==> config.mk <==
export PLATFORM = sky130hd
export DESIGN_NAME = dactc_top
export DESIGN_NICKNAME = d
export VERILOG_FILES = /design/src/dactc_pkg.sv /design/src/dactc_top.sv /design/src/dactc_channel.sv
export SDC_FILE = /design/constraint.sdc
export NUM_CORES = 1
export LEC_CHECK = 0
export BUFFER_PORTS_ARGS = -buffer_cell sky130_fd_sc_hd__buf_2
export CAP_MARGIN = 20
export CORE_ASPECT_RATIO = 1.2
export CORE_MARGIN = 2
export CORE_UTILIZATION = 54
export CTS_BUF_LIST = sky130_fd_sc_hd__clkbuf_2 sky130_fd_sc_hd__clkbuf_4 sky130_fd_sc_hd__clkbuf_8
export DETAILED_ROUTE_END_ITERATION = 8
export GPL_TIMING_DRIVEN = 0
export PLACE_DENSITY_LB_ADDON = 0.15
export SLEW_MARGIN = 20
export SYNTH_ARGS = -nofsm -noshare
export SYNTH_HDL_FRONTEND = slang
export SYNTH_SLANG_ARGS = --single-unit
==> constraint.sdc <==
create_clock -name pclk -period 2.7 [get_ports pclk]
set_input_delay 0 -clock pclk [delete_from_list [all_inputs] [get_ports pclk]]
set_output_delay 0 -clock pclk [all_outputs]
set_load 0.01 [all_outputs]
==> src/dactc_pkg.sv <==
// Purpose: Shared constants for the two-channel converter control block.
// Assumes: APB with 32-bit data, one aligned word per register.
// Notes:   Offsets are byte addresses.
package dactc_pkg;

   // -----------------------------------------------------------------
   // Register map
   // -----------------------------------------------------------------
   localparam logic [7:0] CH2_CODE_OFFSET      = 8'h00;
   localparam logic [7:0] CH3_CODE_OFFSET      = 8'h04;
   localparam logic [7:0] CONTROL_OFFSET       = 8'h08;
   localparam logic [7:0] MODULE_STOP_OFFSET   = 8'h0c;
   localparam logic [7:0] STATUS_OFFSET        = 8'h10;

   // -----------------------------------------------------------------
   // Control register fields
   // -----------------------------------------------------------------
   localparam int         CH3_OE_BIT           = 7;
   localparam int         CH2_OE_BIT           = 6;
   localparam int         JOINT_EN_BIT         = 5;
   localparam logic [4:0] RESERVED_READ_VALUE  = 5'h1f;

   // -----------------------------------------------------------------
   // Reset values
   // -----------------------------------------------------------------
   localparam logic [7:0] CODE_RESET           = 8'h00;
   localparam logic       MODULE_STOP_RESET    = 1'b1;

   // -----------------------------------------------------------------
   // Timing
   // -----------------------------------------------------------------
   localparam int         CLOCK_HZ             = 25000000;
   localparam int         CONVERSION_TIME_NS   = 10000;
   localparam int         CONVERSION_CYCLES    =
      (CONVERSION_TIME_NS * (CLOCK_HZ / 1000000) + 999) / 1000;

endpackage

==> src/dactc_top.sv <==
// Purpose: APB register slave and control for a two-channel 8-bit converter.
// Assumes: Standby is a level from the power controller on the same clock.
// Notes:   Module stop is set at reset and gates register access.
`timescale 1ns/100ps

// Operation
// RL1 - Control bit 7 enables channel 3 conversion and output when set, disables output when clear.
// RL2 - Control bit 6 enables channel 2 conversion and output when set, disables output when clear.
// RL3 - With joint enable clear each channel converts according to its own output enable.
// RL4 - With joint enable set both channels convert when channel 2 is enabled, none when both clear.
// RL5 - With joint enable and channel 3 enable set both channels convert.
// RL6 - Each analog pin is driven only according to its own output enable.
// RL7 - Control bits 4 to 0 read as one and ignore writes.
// RL8 - Setting an output enable starts conversion, the result appearing after the conversion time.
// RL9 - A result is held until its code is rewritten or its output enable is cleared.
// RL10 - The stored code is passed unchanged to the converter.
// RL11 - Writing a code while converting restarts conversion at once.
// RL12 - Clearing an output enable disables that output at once.
// RL13 - After reset module stop halts the converter and blocks register access until released.
// RL14 - In standby an enabled converter holds its output and conversion state.
// RL15 - Software clears both enables and the joint enable before standby for low current.
// RL16 - Each code register is 8-bit read/write and converted while its output is enabled.
// RL17 - Conversion time is a cycle count after which a per-channel valid is raised.
module dactc_top #(
   parameter int CONV_CYCLES = dactc_pkg::CONVERSION_CYCLES
) (
   input  wire logic        pclk,          // Peripheral clock, 25 MHz.
   input  wire logic        presetn,       // Asynchronous reset, active low.
   input  wire logic        psel,          // APB select.
   input  wire logic        penable,       // APB enable.
   input  wire logic        pwrite,        // APB write.
   input  wire logic [7:0]  paddr,         // APB byte address.
   input  wire logic [31:0] pwdata,        // APB write data.
   input  wire logic [3:0]  pstrb,         // APB byte strobes.
   output logic [31:0]      prdata,        // APB read data.
   output logic             pready,        // APB ready.
   output logic             pslverr,       // APB error.
   input  wire logic        standby,       // Software standby level.
   output logic [7:0]       ch2_analog_out, // Channel 2 code to converter.
   output logic [7:0]       ch3_analog_out, // Channel 3 code to converter.
   output logic             ch2_drive,     // Channel 2 pin drive.
   output logic             ch3_drive,     // Channel 3 pin drive.
   output logic             ch2_valid,     // Channel 2 result ready.
   output logic             ch3_valid      // Channel 3 result ready.
);

   // -----------------------------------------------------------------
   // Registers
   // -----------------------------------------------------------------
   logic [7:0]  ch2_code_q, ch2_code_d, ch3_code_q, ch3_code_d;
   logic        ch3_output_enable_q, ch3_output_enable_d;
   logic        ch2_output_enable_q, ch2_output_enable_d;
   logic        joint_conversion_enable_q, joint_conversion_enable_d;
   logic        module_stop_q, module_stop_d;
   logic [31:0] prdata_d;
   logic        pready_d, pslverr_d;
   logic        start2_q, start2_d, start3_q, start3_d;
   logic        access, wr, addr_ok, blocked;
   logic [7:0]  control_view;
   logic        conv2, conv3, run2, run3;
   logic [7:0]  code2_w, code3_w;
   logic        drive2_w, drive3_w, valid2_w, valid3_w;

   assign access  = psel && penable && !pready;
   assign wr      = access && pwrite && pstrb[0];
   assign addr_ok = paddr == dactc_pkg::CH2_CODE_OFFSET
                 || paddr == dactc_pkg::CH3_CODE_OFFSET
                 || paddr == dactc_pkg::CONTROL_OFFSET
                 || paddr == dactc_pkg::MODULE_STOP_OFFSET
                 || paddr == dactc_pkg::STATUS_OFFSET;
   assign blocked = module_stop_q && paddr != dactc_pkg::MODULE_STOP_OFFSET;      // [RL13]
   assign control_view = {ch3_output_enable_q, ch2_output_enable_q,
                          joint_conversion_enable_q, dactc_pkg::RESERVED_READ_VALUE}; // [RL7]

   // -----------------------------------------------------------------
   // Conversion enable decode
   // -----------------------------------------------------------------
   always_comb begin
      if (joint_conversion_enable_q) begin
         conv2 = ch2_output_enable_q || ch3_output_enable_q;   // [RL4] [RL5]
         conv3 = conv2;
      end else begin
         conv2 = ch2_output_enable_q;                          // [RL2] [RL3]
         conv3 = ch3_output_enable_q;                          // [RL1] [RL3]
      end
      run2 = conv2 && !module_stop_q;                          // [RL13]
      run3 = conv3 && !module_stop_q;
   end

   // -----------------------------------------------------------------
   // Bus slave next state
   // -----------------------------------------------------------------
   always_comb begin
      ch2_code_d                = ch2_code_q;
      ch3_code_d                = ch3_code_q;
      ch3_output_enable_d       = ch3_output_enable_q;
      ch2_output_enable_d       = ch2_output_enable_q;
      joint_conversion_enable_d = joint_conversion_enable_q;
      module_stop_d             = module_stop_q;
      start2_d                  = 1'b0;
      start3_d                  = 1'b0;
      pready_d                  = access;
      pslverr_d                 = access && (!addr_ok || blocked);
      prdata_d                  = 32'h0000_0000;
      if (wr && addr_ok && !blocked) begin
         case (paddr)
            dactc_pkg::CH2_CODE_OFFSET: begin
               ch2_code_d = pwdata[7:0];                       // [RL16]
               start2_d   = 1'b1;                              // [RL11]
            end
            dactc_pkg::CH3_CODE_OFFSET: begin
               ch3_code_d = pwdata[7:0];                       // [RL16]
               start3_d   = 1'b1;                              // [RL11]
            end
            dactc_pkg::CONTROL_OFFSET: begin
               // A rising output enable restarts a channel already running jointly.
               start3_d = pwdata[dactc_pkg::CH3_OE_BIT] && !ch3_output_enable_q; // [RL8]
               start2_d = pwdata[dactc_pkg::CH2_OE_BIT] && !ch2_output_enable_q; // [RL8]
               ch3_output_enable_d       = pwdata[dactc_pkg::CH3_OE_BIT];
               ch2_output_enable_d       = pwdata[dactc_pkg::CH2_OE_BIT];
               joint_conversion_enable_d = pwdata[dactc_pkg::JOINT_EN_BIT];
            end
            dactc_pkg::MODULE_STOP_OFFSET: module_stop_d = pwdata[0];
            default: module_stop_d = module_stop_q;
         endcase
      end
      if (access && !pwrite && addr_ok && !blocked) begin
         case (paddr)
            dactc_pkg::CH2_CODE_OFFSET:    prdata_d = {24'h000000, ch2_code_q};
            dactc_pkg::CH3_CODE_OFFSET:    prdata_d = {24'h000000, ch3_code_q};
            dactc_pkg::CONTROL_OFFSET:     prdata_d = {24'h000000, control_view};
            dactc_pkg::MODULE_STOP_OFFSET: prdata_d = {31'h00000000, module_stop_q};
            dactc_pkg::STATUS_OFFSET:
               prdata_d = {28'h0000000, ch3_valid, ch2_valid, ch3_drive, ch2_drive};
            default:                       prdata_d = 32'h0000_0000;
         endcase
      end
   end

   always_ff @(posedge pclk or negedge presetn) begin
      if (!presetn) begin
         ch2_code_q                <= dactc_pkg::CODE_RESET;
         ch3_code_q                <= dactc_pkg::CODE_RESET;
         ch3_output_enable_q       <= 1'b0;
         ch2_output_enable_q       <= 1'b0;
         joint_conversion_enable_q <= 1'b0;
         module_stop_q             <= dactc_pkg::MODULE_STOP_RESET;
         start2_q                  <= 1'b0;
         start3_q                  <= 1'b0;
         prdata                    <= 32'h0000_0000;
         pready                    <= 1'b0;
         pslverr                   <= 1'b0;
      end else begin
         ch2_code_q                <= ch2_code_d;
         ch3_code_q                <= ch3_code_d;
         ch3_output_enable_q       <= ch3_output_enable_d;
         ch2_output_enable_q       <= ch2_output_enable_d;
         joint_conversion_enable_q <= joint_conversion_enable_d;
         module_stop_q             <= module_stop_d;
         start2_q                  <= start2_d;
         start3_q                  <= start3_d;
         prdata                    <= prdata_d;
         pready                    <= pready_d;
         pslverr                   <= pslverr_d;
      end
   end

   // -----------------------------------------------------------------
   // Channels
   // -----------------------------------------------------------------
   dactc_channel #(.CONV_CYCLES(CONV_CYCLES)) u_ch2 (
      .pclk          (pclk),
      .presetn       (presetn),
      .conv_enable   (run2),
      .output_enable (ch2_output_enable_q && !module_stop_q),   // [RL6]
      .start         (start2_q),
      .hold          (standby),                                 // [RL14]
      .code          (ch2_code_q),
      .analog_code   (code2_w),
      .drive         (drive2_w),
      .valid         (valid2_w)
   );

   dactc_channel #(.CONV_CYCLES(CONV_CYCLES)) u_ch3 (
      .pclk          (pclk),
      .presetn       (presetn),
      .conv_enable   (run3),
      .output_enable (ch3_output_enable_q && !module_stop_q),   // [RL6]
      .start         (start3_q),
      .hold          (standby),                                 // [RL14]
      .code          (ch3_code_q),
      .analog_code   (code3_w),
      .drive         (drive3_w),
      .valid         (valid3_w)
   );

   // Channel outputs are already flip-flops inside the channel module.
   assign ch2_analog_out = code2_w;                              // [RL10]
   assign ch3_analog_out = code3_w;
   assign ch2_drive      = drive2_w;
   assign ch3_drive      = drive3_w;
   assign ch2_valid      = valid2_w;
   assign ch3_valid      = valid3_w;

endmodule

==> src/dactc_channel.sv <==
// Purpose: One converter channel: conversion timer and output hold.
// Assumes: Start is a one-cycle pulse on the peripheral clock.
// Notes:   The code is passed to the analog side unchanged.
`timescale 1ns/100ps
module dactc_channel #(
   parameter int CONV_CYCLES = dactc_pkg::CONVERSION_CYCLES
) (
   input  wire logic       pclk,          // Peripheral clock.
   input  wire logic       presetn,       // Asynchronous reset, active low.
   input  wire logic       conv_enable,   // Conversion enabled for this channel.
   input  wire logic       output_enable, // Own output enable bit.
   input  wire logic       start,         // Restart conversion pulse.
   input  wire logic       hold,          // Freeze state (standby).
   input  wire logic [7:0] code,          // Stored code.
   output logic [7:0]      analog_code,   // Code presented to the converter.
   output logic            drive,         // Analog pin drive enable.
   output logic            valid          // Converted result is at the pin.
);

   if (CONV_CYCLES < 1) begin : g_bad_conv_cycles
      $error("CONV_CYCLES must be at least one");
   end

   localparam int CW = $clog2(CONV_CYCLES + 1);

   typedef enum logic [1:0] {IDLE, CONVERTING, HOLDING} dactc_chan_state_type;

   dactc_chan_state_type state_q, state_d;
   logic [CW-1:0]        count_q, count_d;
   logic [7:0]           code_q, code_d;
   logic                 drive_d, valid_d;

   // -----------------------------------------------------------------
   // Next state
   // -----------------------------------------------------------------
   always_comb begin
      state_d = state_q;
      count_d = count_q;
      code_d  = code_q;
      drive_d = output_enable;                                // [RL6] [RL12]
      valid_d = 1'b0;
      if (hold) begin
         state_d = state_q;                                    // [RL14]
         drive_d = drive;
      end else if (!conv_enable) begin
         state_d = IDLE;
         count_d = '0;
      end else if (start || state_q == IDLE) begin
         state_d = CONVERTING;                                 // [RL8] [RL11]
         count_d = CW'(CONV_CYCLES);                           // [RL17]
         code_d  = code;                                       // [RL10]
      end else if (state_q == CONVERTING) begin
         if (count_q == CW'(1)) state_d = HOLDING;
         count_d = count_q - CW'(1);
      end
      case (state_d)
         HOLDING: valid_d = drive_d;                           // [RL9]
         default: valid_d = 1'b0;
      endcase
   end

   always_ff @(posedge pclk or negedge presetn) begin
      if (!presetn) begin
         state_q     <= IDLE;
         count_q     <= '0;
         code_q      <= dactc_pkg::CODE_RESET;
         drive       <= 1'b0;
         valid       <= 1'b0;
      end else begin
         state_q     <= state_d;
         count_q     <= count_d;
         code_q      <= code_d;
         drive       <= drive_d;
         valid       <= hold ? valid : valid_d;
      end
   end

   assign analog_code = code_q;

endmodule

==> metrics.csv <==
metric,value,unit
finalSetupTns,0,ps
r2r_cells,5,
finalNetCount,488,
grt_use_total,22.6,%
relSlewSlack,34.5,%
syn_area,0.00360,sq mm
core.rowCount,32,
timing.critical_path.fanout_max,8,
outcome,"finished, final reports clean",
start_kind,flip-flop,
placed_cell_area,0.00406,sq mm
hpwl,5700,microns
diodes,0,
cts_buffers,9,
ioPinCount,104,
hp-class,in2reg,
io_buffer_count,49,
cts.path.max_buffers,2,
ys.flop_type,dfrtp_1,
crit_type,reg2reg,
yosysTopAreaCell,dfrtp_1,
synth_edf_count,0,
die_y,93.4,microns
ant_nets,0,
grt-ovfl-total,0,
multi_input_area,0.00160,sq mm
yosys_warnings,0,
rrSetupSlack,530,ps
worstSkewPairLatency,340,ps
grt_first_pass_wirelength,12800,microns
maxCapViolCount,0,
initial_core_util,55.8,%
drt_iter0_markers,104,
post-route-min-period,2170,ps
setup_ws,529,ps
rsz0062_at_grt,false,
yosysUniqueCellTypes,49,
wire_per_inst,15.0,microns
layout.cells.non_filler,524,
min_to,pslverr$_DFF_PN0_,
fmax,461,MHz
postRouteWirelength,7880,microns
num-fill-cells,515,
die_w,78.5,microns
vdd_drop_max,0.359,mV
async_flop_share,100,%
synthTopCellsByArea,"dfrtp_1 49%, mux2_2 11%, buf_4 5.2%",
regToRegStartpoint,module_stop_q$_DFFE_PN1P_,
cts_num_sinks,72,
cellPowerDensity,504,mW/mm^2
yosys.cell_count.top_type,dfrtp_1,
seq_area_frac_synth,50.1,%
drc,0,
grt_max_degree,43,
hold_violations,0,
fin_worst_skew,10.3,ps
hold_start,paddr[6],
critPathArrivalTime,2390,ps
dp_slack,561,ps
syn2layout_area_growth,22.0,%
hold-worst-slack,9.75,ps
worst_r2r_endpoint,u_ch3.analog_code[5]$_DFFE_PN0P_,
dp.cells,498,
synth_top_area_share,49.4,%
first_global_vias,2771,
ys_seq_elements,72,
avgSynthCellArea,10.6,sq um
period_share,80.4,%
coreArea,0.00645,sq mm
final_layout_size_suffix_gt1_share,31.2,%
hold_depth,4,
final_area,0.00439,sq mm
setup_viol,0,
critical_path_required,2920,ps
gp_congestion,0.870,
endpoint_kind,flip-flop,
grt_antenna_before_repair,0,
tightestPinTransition,975,ps
clkTransAtPathRegs,80,ps
post_cts_resized,0,
p_leak,0.00223,uW
clockRootBuffer,clkbuf_8,
vias_per_cell,5.31,
die_area,0.00734,sq mm
synthTopCellsByCount,"71 x dfrtp_1, 36 x mux2_2, 25 x buf_4",
seq_area,0.00180,sq mm
cts_tree,built,
synth_cells,340,
cts_max_level,3,
slew_viol_final,0,
num_vias,2780,
first_pass_iters,5,
-- layout make-up --
type	instances	area share (%)
sequential	72	41.1
multi-input combinational	239	36.4
timing repair buffer	60	8.38
buffer	38	5.41
clock buffer	11	3.31
tap	85	2.42
clock inverter	5	1.82
inverter	14	1.20
-- per-layer routing --
layer / track usage (%) / share of wire [%] / vias to the layer above
met5: 0 / 0 / -
met4: 8.48 / 1.7 / 0
met3: 4.73 / 3.6 / 10
met2: 41.0 / 54 / 74
met1: 26.0 / 41 / 1347
li1: - / - / 1349
-- where the power goes --
group          internal, uW  switching [uW]
registers              1080            4.97
logic                  71.6             100
clock network           554             399
total                  1710             504
-- registers in the layout, summed over array words and instances, names as in the netlist, 2 cells and up --
| signal | count |
|---|---|
| u_ch3.count_q | 8 |
| ch3_code_q | 8 |
| u_ch2.state_q | 2 |
| u_ch2.analog_code | 8 |
| prdata | 8 |
| u_ch2.count_q | 8 |
| u_ch3.state_q | 2 |
| ch2_code_q | 8 |
| u_ch3.analog_code | 8 |
-- worst max-delay path, cell delays in order (launching register included) --
cell      delay, ps
dfstp_2         360
clkbuf_1        200
or4_1           550
clkbuf_1        180
nor2_2          380
mux2_2          390
-- worst max path at each step --
stage,start,endpoint,slack [ps]
6_report,module_stop_q$_DFFE_PN1P_,u_ch3.analog_code[5]$_DFFE_PN0P_,530
5_1_grt,module_stop_q$_DFFE_PN1P_,u_ch3.analog_code[4]$_DFFE_PN0P_,450
4_1_cts,module_stop_q$_DFFE_PN1P_,u_ch3.analog_code[4]$_DFFE_PN0P_,550
3_5_place_dp,module_stop_q$_DFFE_PN1P_,u_ch3.analog_code[5]$_DFFE_PN0P_,560
3_3_place_gp,module_stop_q$_DFFE_PN1P_,u_ch3.analog_code[4]$_DFFE_PN0P_,580
2_1_floorplan,module_stop_q$_DFFE_PN1P_,u_ch3.analog_code[0]$_DFFE_PN0P_,800
-- stage by stage --
stage | util, % | total power [uW]
3_3_place_gp | 62.6 | 1260
2_1_floorplan | - | 1210
6_report | 68.1 | 2210
4_1_cts | 68.0 | 2230
3_5_place_dp | 63.0 | 1270
5_1_grt | 68.1 | 2310
-- cells by family after synthesis --
logic type	share of synthesized area, %
simple gates	14.2
compound gates	13.6
flops	50.1
buf+inv	8.07
mux	12.4
fa+ha+maj	1.39
other cells	0.104
xor+xnor	0.243
-- layout by cell type, fill, tap and decap left out, drive strengths merged, types with 3 or more instances in the layout --
cell and n:
a211oi 3, a21oi 18, a31oi 5, and2 3, and3 4, buf 77, clkbuf 22, conb 24
dfrtp 71, dlygate4sd3 10, ha 4, inv 14, mux2 36, mux2i 4, nand2 21, nand2b 9
nand3 6, nor2 21, nor2b 4, nor3 15, nor4 5, o21ai 19, o22ai 5, o2bb2ai 5
o31ai 4
-- timing repair --
| item | 4_1_cts | 5_1_grt |
|---|---|---|
| buffers inserted | 0 | 0 |
| hold buffers | 10 | 0 |
| hold endpoints to repair | 94 | 0 |
No activity file was read; power rests on OpenSTA's default activity.
